<file path="config.mk">
export PLATFORM = sky130hd
export DESIGN_NAME = eip_ctrl
export DESIGN_NICKNAME = d
export VERILOG_FILES = /design/src/rtl/eip_pkg.sv /design/src/rtl/eip_ctrl.sv /design/src/rtl/eip_sfr_reg.sv /design/src/rtl/eip_picker.sv
export SDC_FILE = /design/constraint.sdc
export NUM_CORES = 1
export LEC_CHECK = 0
export ABC_AREA = 1
export BUFFER_PORTS_ARGS = -buffer_cell sky130_fd_sc_hd__buf_4
export CAP_MARGIN = 20
export CORE_ASPECT_RATIO = 1.25
export CORE_MARGIN = 2
export CORE_UTILIZATION = 44
export DETAILED_ROUTE_END_ITERATION = 6
export PLACE_DENSITY = 0.75
export SKIP_LAST_GASP = 1
export SYNTH_ARGS = -nofsm -noshare
export SYNTH_HDL_FRONTEND = slang
export SYNTH_SLANG_ARGS = --single-unit
</file>
<file path="constraint.sdc">
create_clock -name clk_i -period 1.3 [get_ports clk_i]
set_clock_uncertainty 0.2 [all_clocks]
set_input_delay 0.065 -clock clk_i [delete_from_list [all_inputs] [get_ports clk_i]]
set_output_delay 0.065 -clock clk_i [all_outputs]
set_load 0.005 [all_outputs]
</file>
<file path="src/rtl/eip_pkg.sv">
// Package of constants for the extended interrupt enable and priority block.
// Assumes an 8-bit special-function-register bus from the CPU core.
package eip_pkg;

  // Register addresses on the special-function bus; both answer on every page.
  localparam logic [7:0] ADDR_ENABLE_TWO = 8'hE7;
  localparam logic [7:0] ADDR_PRIORITY_ONE = 8'hF6;

  // Reset values and writable-bit masks.
  localparam logic [7:0] ENABLE_TWO_RESET = 8'h00;
  localparam logic [7:0] ENABLE_TWO_WMASK = 8'h5F;
  localparam logic [7:0] PRIORITY_ONE_RESET = 8'h00;
  localparam logic [7:0] PRIORITY_ONE_WMASK = 8'hFF;
  localparam logic [7:0] RDATA_IDLE = 8'h00;

  // Field positions in the second extended enable register.
  localparam int BIT_UART1_EN = 6;
  localparam int BIT_ADC2_DONE_EN = 4;
  localparam int BIT_ADC2_WIN_EN = 3;
  localparam int BIT_TIMER4_EN = 2;
  localparam int BIT_ADC0_DONE_EN = 1;
  localparam int BIT_TIMER3_EN = 0;

  // Field positions in the first extended priority register.
  localparam int BIT_CMP1_RISE_PRI = 7;
  localparam int BIT_CMP1_FALL_PRI = 6;
  localparam int BIT_CMP0_RISE_PRI = 5;
  localparam int BIT_CMP0_FALL_PRI = 4;
  localparam int BIT_COUNTER_ARRAY_PRI = 3;
  localparam int BIT_ADC0_WIN_PRI = 2;
  localparam int BIT_SMBUS_PRI = 1;
  localparam int BIT_SPI0_PRI = 0;

  // Source numbering: group A (enable-two sources) at 0..7, group B (priority-one sources) at 8..15.
  localparam int SRC_COUNT = 16;
  localparam int ID_W = 4;
  localparam logic [3:0] GROUP_B_BASE = 4'h8;
  localparam logic [3:0] ID_IDLE = 4'h0;

endpackage

</file>
<file path="src/rtl/eip_ctrl.sv">
// Extended interrupt enable-two and priority-one registers with request forwarding.
// Assumes the core drives the special-function bus on the system clock and that
// peripheral requests are levels from logic on the same clock.
module eip_ctrl (
  input wire logic clk_i,
  input wire logic rst_n_i,
  input wire logic [7:0] sfr_addr_i,
  input wire logic sfr_wr_i,
  input wire logic sfr_rd_i,
  input wire logic [7:0] sfr_wdata_i,
  output logic [7:0] sfr_rdata_o,
  input wire logic [7:0] req_enable_two_i,
  input wire logic [7:0] req_priority_one_i,
  input wire logic [7:0] ext_enable_one_i,
  input wire logic [7:0] ext_priority_two_i,
  output logic irq_valid_o,
  output logic irq_high_o,
  output logic [3:0] irq_id_o
);

  typedef struct packed {
    logic [7:0] rdata;
    logic irq_valid;
    logic irq_high;
    logic [3:0] irq_id;
  } eip_ctrl_state_t;

  eip_ctrl_state_t state;
  eip_ctrl_state_t next_state;

  logic [7:0] enable_two;
  logic [7:0] priority_one;
  logic wr_enable_two;
  logic wr_priority_one;
  logic [eip_pkg::SRC_COUNT-1:0] pending;
  logic [eip_pkg::SRC_COUNT-1:0] level_high;
  logic [eip_pkg::SRC_COUNT-1:0] req_high;
  logic [eip_pkg::SRC_COUNT-1:0] req_low;
  logic high_valid;
  logic low_valid;
  logic [3:0] high_id;
  logic [3:0] low_id;

  // Address match; the page selector is deliberately not looked at.
  function automatic logic addr_hit(input logic [7:0] addr, input logic [7:0] target);
    addr_hit = (addr == target);
  endfunction

  // Write strobes for the two registers, valid on any register page.
  assign wr_enable_two = sfr_wr_i && addr_hit(sfr_addr_i, eip_pkg::ADDR_ENABLE_TWO);
  assign wr_priority_one = sfr_wr_i && addr_hit(sfr_addr_i, eip_pkg::ADDR_PRIORITY_ONE);

  // The write mask keeps the two unused enable bits at zero.
  eip_sfr_reg #(
    .RESET_VALUE(eip_pkg::ENABLE_TWO_RESET),
    .WRITE_MASK(eip_pkg::ENABLE_TWO_WMASK)
  ) u_enable_two (
    .clk_i(clk_i),
    .rst_n_i(rst_n_i),
    .wr_i(wr_enable_two),
    .wdata_i(sfr_wdata_i),
    .q_o(enable_two)
  );

  eip_sfr_reg #(
    .RESET_VALUE(eip_pkg::PRIORITY_ONE_RESET),
    .WRITE_MASK(eip_pkg::PRIORITY_ONE_WMASK)
  ) u_priority_one (
    .clk_i(clk_i),
    .rst_n_i(rst_n_i),
    .wr_i(wr_priority_one),
    .wdata_i(sfr_wdata_i),
    .q_o(priority_one)
  );

  // Gating: group A uses our enables, group B the enables held elsewhere.
  // Bits 7 and 5 of enable-two are held at zero, so their requests never pass.
  assign pending = {req_priority_one_i & ext_enable_one_i, req_enable_two_i & enable_two};
  // Levels: group B takes its level from our priority register, group A from outside.
  assign level_high = {priority_one, ext_priority_two_i};
  assign req_high = pending & level_high;
  assign req_low = pending & ~level_high;

  // Two pickers run side by side so the high level never waits on a low scan.
  eip_picker u_pick_high (
    .clk_i(clk_i),
    .rst_n_i(rst_n_i),
    .req_i(req_high),
    .valid_o(high_valid),
    .id_o(high_id)
  );

  eip_picker u_pick_low (
    .clk_i(clk_i),
    .rst_n_i(rst_n_i),
    .req_i(req_low),
    .valid_o(low_valid),
    .id_o(low_id)
  );

  // Read mux and forwarding choice; an unmapped read returns zero.
  always_comb
  begin
    next_state = state;
    next_state.rdata = eip_pkg::RDATA_IDLE;
    if (sfr_rd_i && addr_hit(sfr_addr_i, eip_pkg::ADDR_ENABLE_TWO))
    begin
      next_state.rdata = enable_two;
    end
    else if (sfr_rd_i && addr_hit(sfr_addr_i, eip_pkg::ADDR_PRIORITY_ONE))
    begin
      next_state.rdata = priority_one;
    end
    next_state.irq_valid = high_valid || low_valid;
    if (high_valid)
    begin
      next_state.irq_high = 1'b1;
      next_state.irq_id = high_id;
    end
    else if (low_valid)
    begin
      next_state.irq_high = 1'b0;
      next_state.irq_id = low_id;
    end
    else
    begin
      next_state.irq_high = 1'b0;
      next_state.irq_id = eip_pkg::ID_IDLE;
    end
  end

  // All outputs come straight from this register.
  always_ff @(posedge clk_i)
  begin
    if (!rst_n_i)
    begin
      state.rdata <= eip_pkg::RDATA_IDLE;
      state.irq_valid <= 1'b0;
      state.irq_high <= 1'b0;
      state.irq_id <= eip_pkg::ID_IDLE;
    end
    else
    begin
      state <= next_state;
    end
  end

  assign sfr_rdata_o = state.rdata;
  assign irq_valid_o = state.irq_valid;
  assign irq_high_o = state.irq_high;
  assign irq_id_o = state.irq_id;

  // Helper for the checks: any high-level request pending in this cycle.
  logic any_high_now;
  assign any_high_now = |req_high;

  // Helper for the checks: a bus address that neither register answers to.
  logic rd_unmapped;
  assign rd_unmapped = !addr_hit(sfr_addr_i, eip_pkg::ADDR_ENABLE_TWO)
    && !addr_hit(sfr_addr_i, eip_pkg::ADDR_PRIORITY_ONE);

  // Checks on the gating: a forwarded group-A source had its enable set when sampled.
  a_gate_uart1: assert property (@(posedge clk_i) disable iff (!rst_n_i)
    (irq_valid_o && irq_id_o == 4'h6) |-> $past(enable_two[eip_pkg::BIT_UART1_EN], 2))
    else $error("UART1 forwarded while masked.");

  a_gate_adc2_done: assert property (@(posedge clk_i) disable iff (!rst_n_i)
    (irq_valid_o && irq_id_o == 4'h4) |-> $past(enable_two[eip_pkg::BIT_ADC2_DONE_EN], 2))
    else $error("ADC2 conversion-done forwarded while masked.");

  a_gate_adc2_win: assert property (@(posedge clk_i) disable iff (!rst_n_i)
    (irq_valid_o && irq_id_o == 4'h3) |-> $past(enable_two[eip_pkg::BIT_ADC2_WIN_EN], 2))
    else $error("ADC2 window forwarded while masked.");

  a_gate_timer4: assert property (@(posedge clk_i) disable iff (!rst_n_i)
    (irq_valid_o && irq_id_o == 4'h2) |-> $past(enable_two[eip_pkg::BIT_TIMER4_EN], 2))
    else $error("Timer 4 forwarded while masked.");

  a_gate_adc0_done: assert property (@(posedge clk_i) disable iff (!rst_n_i)
    (irq_valid_o && irq_id_o == 4'h1) |-> $past(enable_two[eip_pkg::BIT_ADC0_DONE_EN], 2))
    else $error("ADC0 conversion-done forwarded while masked.");

  a_gate_timer3: assert property (@(posedge clk_i) disable iff (!rst_n_i)
    (irq_valid_o && irq_id_o == 4'h0) |-> $past(enable_two[eip_pkg::BIT_TIMER3_EN], 2))
    else $error("Timer 3 forwarded while masked.");

  // Unused enable bits read zero even right after a write of all ones.
  a_unused_read_zero: assert property (@(posedge clk_i) disable iff (!rst_n_i)
    (sfr_wr_i && sfr_addr_i == eip_pkg::ADDR_ENABLE_TWO) ##1
    (sfr_rd_i && sfr_addr_i == eip_pkg::ADDR_ENABLE_TWO) |=> (sfr_rdata_o[7] == 1'b0 && sfr_rdata_o[5] == 1'b0))
    else $error("Unused enable bit read as one.");

  // A write at the enable address lands and reads back two cycles later.
  a_enable_two_rw: assert property (@(posedge clk_i) disable iff (!rst_n_i)
    (sfr_wr_i && sfr_addr_i == eip_pkg::ADDR_ENABLE_TWO) ##1
    (sfr_rd_i && sfr_addr_i == eip_pkg::ADDR_ENABLE_TWO && !sfr_wr_i)
    |=> sfr_rdata_o == ($past(sfr_wdata_i, 2) & eip_pkg::ENABLE_TWO_WMASK))
    else $error("Enable register did not read back its write.");

  // A write at the priority address lands and reads back two cycles later.
  a_priority_rw: assert property (@(posedge clk_i) disable iff (!rst_n_i)
    (sfr_wr_i && sfr_addr_i == eip_pkg::ADDR_PRIORITY_ONE) ##1
    (sfr_rd_i && sfr_addr_i == eip_pkg::ADDR_PRIORITY_ONE && !sfr_wr_i)
    |=> sfr_rdata_o == ($past(sfr_wdata_i, 2) & eip_pkg::PRIORITY_ONE_WMASK))
    else $error("Priority register did not read back its write.");

  // Read data stands one cycle only, so a stale byte cannot be mistaken for a fresh read.
  a_rdata_idle: assert property (@(posedge clk_i) disable iff (!rst_n_i)
    (!sfr_rd_i || rd_unmapped) |=> sfr_rdata_o == eip_pkg::RDATA_IDLE)
    else $error("Read data not zero without a mapped read.");

  // Reset brings both registers and the outputs back to their reset values.
  a_reset_values: assert property (@(posedge clk_i)
    !rst_n_i |=> (enable_two == eip_pkg::ENABLE_TWO_RESET && priority_one == eip_pkg::PRIORITY_ONE_RESET
      && !irq_valid_o && sfr_rdata_o == eip_pkg::RDATA_IDLE))
    else $error("State not at reset values after reset.");

  // Group-B levels follow the priority register bits.
  a_level_cmp1_rise: assert property (@(posedge clk_i) disable iff (!rst_n_i)
    (irq_valid_o && irq_id_o == 4'hF) |-> irq_high_o == $past(priority_one[eip_pkg::BIT_CMP1_RISE_PRI], 2))
    else $error("Comparator 1 rise at wrong level.");

  a_level_counter: assert property (@(posedge clk_i) disable iff (!rst_n_i)
    (irq_valid_o && irq_id_o == 4'hB) |-> irq_high_o == $past(priority_one[eip_pkg::BIT_COUNTER_ARRAY_PRI], 2))
    else $error("Counter array at wrong level.");

  a_level_adc0_win: assert property (@(posedge clk_i) disable iff (!rst_n_i)
    (irq_valid_o && irq_id_o == 4'hA) |-> irq_high_o == $past(priority_one[eip_pkg::BIT_ADC0_WIN_PRI], 2))
    else $error("ADC0 window at wrong level.");

  a_level_spi0: assert property (@(posedge clk_i) disable iff (!rst_n_i)
    (irq_valid_o && irq_id_o == 4'h8) |-> irq_high_o == $past(priority_one[eip_pkg::BIT_SPI0_PRI], 2))
    else $error("SPI0 at wrong level.");

  a_level_cmp1_fall: assert property (@(posedge clk_i) disable iff (!rst_n_i)
    (irq_valid_o && irq_id_o == 4'hE) |-> irq_high_o == $past(priority_one[eip_pkg::BIT_CMP1_FALL_PRI], 2))
    else $error("Comparator 1 fall at wrong level.");

  a_level_cmp0_rise: assert property (@(posedge clk_i) disable iff (!rst_n_i)
    (irq_valid_o && irq_id_o == 4'hD) |-> irq_high_o == $past(priority_one[eip_pkg::BIT_CMP0_RISE_PRI], 2))
    else $error("Comparator 0 rise at wrong level.");

  a_level_cmp0_fall: assert property (@(posedge clk_i) disable iff (!rst_n_i)
    (irq_valid_o && irq_id_o == 4'hC) |-> irq_high_o == $past(priority_one[eip_pkg::BIT_CMP0_FALL_PRI], 2))
    else $error("Comparator 0 fall at wrong level.");

  a_level_smbus: assert property (@(posedge clk_i) disable iff (!rst_n_i)
    (irq_valid_o && irq_id_o == 4'h9) |-> irq_high_o == $past(priority_one[eip_pkg::BIT_SMBUS_PRI], 2))
    else $error("SMBus at wrong level.");

  // A pending high request wins the output two cycles later.
  a_high_first: assert property (@(posedge clk_i) disable iff (!rst_n_i)
    any_high_now |-> ##2 (irq_valid_o && irq_high_o))
    else $error("High-level request not forwarded first.");

  // With only low-level requests pending, one of them goes out at the low level.
  a_low_only: assert property (@(posedge clk_i) disable iff (!rst_n_i)
    (!any_high_now && |req_low) |-> ##2 (irq_valid_o && !irq_high_o))
    else $error("Low-level request not forwarded at low level.");

  // Nothing pending and enabled: the output falls idle with a zero id.
  a_idle_output: assert property (@(posedge clk_i) disable iff (!rst_n_i)
    !(|pending) |-> ##2 (!irq_valid_o && !irq_high_o && irq_id_o == eip_pkg::ID_IDLE))
    else $error("Output not idle with nothing pending.");

  // The two unused enable positions can never be forwarded.
  a_no_unused_id: assert property (@(posedge clk_i) disable iff (!rst_n_i)
    irq_valid_o |-> !(irq_id_o == 4'h7 || irq_id_o == 4'h5))
    else $error("Unused enable position forwarded.");

  // Group-A levels come from outside; one check per source position.
  for (genvar g = 0; g < eip_pkg::GROUP_B_BASE; g++)
  begin : g_level_a
    a_level_group_a: assert property (@(posedge clk_i) disable iff (!rst_n_i)
      (irq_valid_o && irq_id_o == 4'(g)) |-> irq_high_o == $past(ext_priority_two_i[g], 2))
      else $error("Group-A source at wrong level.");
  end

  // Main scenarios.
  c_low_forward: cover property (@(posedge clk_i) disable iff (!rst_n_i)
    irq_valid_o && !irq_high_o);
  c_high_over_low: cover property (@(posedge clk_i) disable iff (!rst_n_i)
    (|req_high && |req_low) ##2 irq_high_o);
  c_enable_write: cover property (@(posedge clk_i) disable iff (!rst_n_i)
    wr_enable_two ##1 (sfr_rd_i && sfr_addr_i == eip_pkg::ADDR_ENABLE_TWO));
  c_priority_write: cover property (@(posedge clk_i) disable iff (!rst_n_i)
    wr_priority_one ##1 (sfr_rd_i && sfr_addr_i == eip_pkg::ADDR_PRIORITY_ONE));
  c_back_to_idle: cover property (@(posedge clk_i) disable iff (!rst_n_i)
    irq_valid_o ##1 !irq_valid_o);

endmodule // eip_ctrl

</file>
<file path="src/rtl/eip_sfr_reg.sv">
// One 8-bit special-function register with a writable-bit mask.
// Assumes the write strobe is a one-cycle pulse on the system clock.
module eip_sfr_reg #(
  parameter logic [7:0] RESET_VALUE = 8'h00,
  parameter logic [7:0] WRITE_MASK = 8'hFF
) (
  input wire logic clk_i,
  input wire logic rst_n_i,
  input wire logic wr_i,
  input wire logic [7:0] wdata_i,
  output logic [7:0] q_o
);

  typedef struct packed {
    logic [7:0] val;
  } eip_reg_state_t;

  eip_reg_state_t state;
  eip_reg_state_t next_state;

  // Masked bits never take a one, so they read back as zero for free.
  always_comb
  begin
    next_state = state;
    if (wr_i)
    begin
      next_state.val = wdata_i & WRITE_MASK;
    end
  end

  // Synchronous reset to the documented value.
  always_ff @(posedge clk_i)
  begin
    if (!rst_n_i)
    begin
      state.val <= RESET_VALUE & WRITE_MASK;
    end
    else
    begin
      state <= next_state;
    end
  end

  assign q_o = state.val;

endmodule // eip_sfr_reg

</file>
<file path="src/rtl/eip_picker.sv">
// Fixed-order picker: the lowest-numbered active request wins, result registered.
// Assumes requests come from logic on the same clock.
module eip_picker (
  input wire logic clk_i,
  input wire logic rst_n_i,
  input wire logic [eip_pkg::SRC_COUNT-1:0] req_i,
  output logic valid_o,
  output logic [eip_pkg::ID_W-1:0] id_o
);

  typedef struct packed {
    logic valid;
    logic [eip_pkg::ID_W-1:0] id;
  } eip_pick_state_t;

  eip_pick_state_t state;
  eip_pick_state_t next_state;

  // Scan from the top so the lowest index is the last to overwrite.
  always_comb
  begin
    next_state.valid = |req_i;
    next_state.id = eip_pkg::ID_IDLE;
    for (int i = eip_pkg::SRC_COUNT - 1; i >= 0; i--)
    begin
      if (req_i[i])
      begin
        next_state.id = i[eip_pkg::ID_W-1:0];
      end
    end
  end

  // Synchronous reset clears the pick.
  always_ff @(posedge clk_i)
  begin
    if (!rst_n_i)
    begin
      state.valid <= 1'b0;
      state.id <= eip_pkg::ID_IDLE;
    end
    else
    begin
      state <= next_state;
    end
  end

  assign valid_o = state.valid;
  assign id_o = state.id;

endmodule // eip_picker

</file>
==> results.yml <==
placement:
  dpl_cell_area_mm2: 0.00242
  preCtsSetupSlack_ns: -0.107
  port_buffers: 61
  dp_hpwl_mm: 3.58
  routabilityCongestion: 0.863
synth:
  synth.area.top_cells: "dfxtp_1, nand2_1, a211oi_2, nand3_1, nor2_1"
  synthSimpleGateAreaFrac_pct: 28.7
  seq_area_frac_synth_pct: 43.3
  synth_area_mm2: 0.00176
  ys_ff_latch: 38
  synth_top_cell_area_share_pct: 43.3
  yosysTopAreaCell: "dfxtp_1"
  synth.distinct_cells: 22
  synth.area.mux_share_pct: 0
  synth_top_family_by_area: "simple AND/OR/NAND/NOR gates"
  synth_area_per_cell_um2: 7.74
  synth-xor-area-share_pct: 0
  synth_nets: 279
  synth_compound_area_share_pct: 20.1
  synthAdderAreaFrac_pct: 0
  yosys_warnings: 0
  synthCells: 227
sta:
  setup_violations: 7
  fin_crit_sh_pct: 105
  finalCriticalPeriod_ns: 1.37
  fin_tns_setup_ns: -0.298
  fin_ws_ns: -0.0662
  hold-worst-slack_ns: -0.108
  worstMarginPinSlew_ns: 0.313
  rsz0062_at_grt: "true"
  timing.fmax_ghz: 0.732
  relSlewSlack_pct: 79.0
  slew_violations: 0
  finalHoldViolations: 11
outcome:
  status: "complete, but fails checks"
  violations: "hold timing, setup timing"
finish:
  num_antenna_cells: 0
  regArea_um2: 772
  drive_gt1_share_pct: 46.8
  fin_util_pct: 74.2
  nFillCells: 296
  final_nets: 378
  final_area_mm2: 0.00283
  areaGrowthSynthToFinish_pct: 61.1
  multi_input_area_mm2: 0.00100
floorplanning:
  rows: 25
  die_h_um: 74.7
  dieArea_mm2: 0.00452
  fp.dieW_um: 60.5
  io_pins: 66
  core_mm2: 0.00382
  initial_core_util_pct: 46.1
routing:
  wl_per_cell_um: 12.9
  first_iter_violations: 84
  remaining_drc_errors: 0
  wirelength_mm: 4.90
  postRouteAntennaNets: 0
  vias_per_cell: 4.98
  first_pass_iters: 6
  via_count: 1899
power_and_ir_drop:
  p_leak_nw: 1.28
  power_density_mw_per_mm2: 873
  finalPower_mw: 2.47
  vdd_drop_max_mv: 0.511
worst_setup_path:
  critPathCaptureType: "register"
  startpoint_type: "register"
  slowest_delay_ns: 0.33
  ff2ff_path_depth: 12
  crit_arrival_ns: 1.35
  crit_type: "register to register"
  crit_required_ns: 1.28
  crit_chain: "inv_2 -> nand3_2 -> nand2_1 -> nand2_1 -> nand2_1 -> nand2_1 -> nand2_1 -> nand2_1 -> nand2_1 -> nand2_1 -> nand2_1 -> a21oi_2"
  crit_top_cell: "nand2_1"
  path_max_fanout: 2
  cp_slowest_cell: "dfxtp_2"
clock_tree:
  clkTransAtPathRegs_ns: 0.07
  cts_buffer_depth: 2
  root_buffer: "clkbuf_8"
  htree_levels: 2
  numCtsBuffers: 5
  worstSkewPairLatency_ns: 0.29
  hold_buffers: 14
  cts_sinks: 38
  cts_tree: "yes"
global_routing:
  grt_overflow: 0
  grt-busiest-layer: "met2"
  met1_usage_pct: 25.0
  grt_pass1_vias: 1849
  grt_antenna_before_repair: 0
  grt_max_degree: 17
  grt_pass1_wl_mm: 7.66
  track_usage_pct: 22.7
  grtUsageMet2_pct: 42.1
  use_met3_pct: 4.81
worst_hold_path:
  hold_path_class: "input port to register"
  holdPathStages: 3
job:
  drv_cap: 0
==> metrics by stage <==
step	hold WS, ns	std cells
final	-0.108	381
after global routing	-0.0987	381
after CTS	-0.0671	380
after detailed placement	0.150	358
after global placement	0.151	358
after floorplan	0.0549	227
==> cell type report <==
| cell class | instances | share of cell area, % |
|---|---|---|
| repair buffers | 97 | 27.6 |
| well taps | 54 | 2.39 |
| inverters | 27 | 3.58 |
| clock inverters | 1 | 1.06 |
| multi-input cells | 157 | 35.5 |
| clock buffers | 7 | 2.69 |
| flip-flops and latches | 38 | 27.3 |
==> final timing paths <==
path                              start                   to  slack, ns
hold / removal                  rst_n_i  u_pick_high.id_o[3]      -0.11
setup reg to reg  u_priority_one.q_o[6]   u_pick_low.id_o[0]      -0.07
hold reg to reg     u_pick_high.id_o[2]          irq_id_o[2]       0.23
setup / recovery  u_priority_one.q_o[6]   u_pick_low.id_o[0]      -0.07
==> layout by cell type, fill, tap and decap left out, types with 2 or more instances in the layout <==
master         Yosys  routed
clkbuf_8           0       5
nor2_2             0       8
buf_6              2       2
a31oi_1            3       3
clkbuf_1           0       2
o31ai_1            4       4
inv_1             27      23
nor2_1            30      21
dfxtp_2            0       9
nand2_1           51      47
nand3_2            1      15
buf_4              0      81
a21oi_2            0       3
a21oi_1            6       3
dfxtp_1           38      29
o22ai_1            7       7
nand3_1           25      11
inv_2              0       4
a211oi_2          14      14
nand2_2            0       4
dlygate4sd3_1      0      13
o21ai_1            0       4
nor3_1             3       2
==> logic make-up after synthesis <==
logic type / count (synthesis)
buffers and inverters: 32
flip-flops: 38
AND/OR/NAND/NOR: 114
AO/OA/AOI/OAI: 43
==> repair_timing <==
item	CTS	global route
buffers inserted	0	2
hold endpoints to repair	25	10
pin swaps	6	10
gates resized for setup	16	39
setup endpoints to repair	9	14
==> critical path: cells and delay by family (launching register included) <==
| family | cells | cell delay (ns) |
|---|---|---|
| and+or+nand+nor | 10 | 0.62 |
| DFF | 1 | 0.33 |
| buffers and inverters | 1 | 0.05 |
| AOI/OAI and AO/OA | 1 | 0.05 |
==> cells in the mapped netlist (all sizes together) <==
cell    number
a211oi      14
a21oi        6
a311oi       1
a31oi        3
and3         1
buf          5
dfxtp       38
inv         27
nand2       51
nand3       27
nand3b       1
nor2        30
nor3         3
nor3b        1
o21ai        6
o22a         1
o22ai        7
o31ai        4
o41ai        1
==> registers in the layout, indices dropped and copies added, names as in the netlist <==
register,flops
irq_high_o,1
irq_id_o,4
irq_valid_o,1
sfr_rdata_o,8
u_enable_two.q_o,6
u_pick_high.id_o,4
u_pick_high.valid_o,1
u_pick_low.id_o,4
u_pick_low.valid_o,1
u_priority_one.q_o,8
==> report_power, final <==
| part | internal (mW) | switching, mW |
|---|---|---|
| clock network | 0.574 | 0.390 |
| registers | 1.18 | 0.00787 |
| logic | 0.175 | 0.143 |
| total | 1.93 | 0.541 |
==> metal layers <==
layer | routed length (um) | vias to the layer above | share of wire, %
met3 | 208 | 10 | 4.2
met4 | 96 | 0 | 2.0
met1 | 1900 | 868 | 39
met5 | 0 | - | 0
li1 | - | 963 | -
met2 | 2700 | 58 | 55
(Power assumes the default switching activity.)
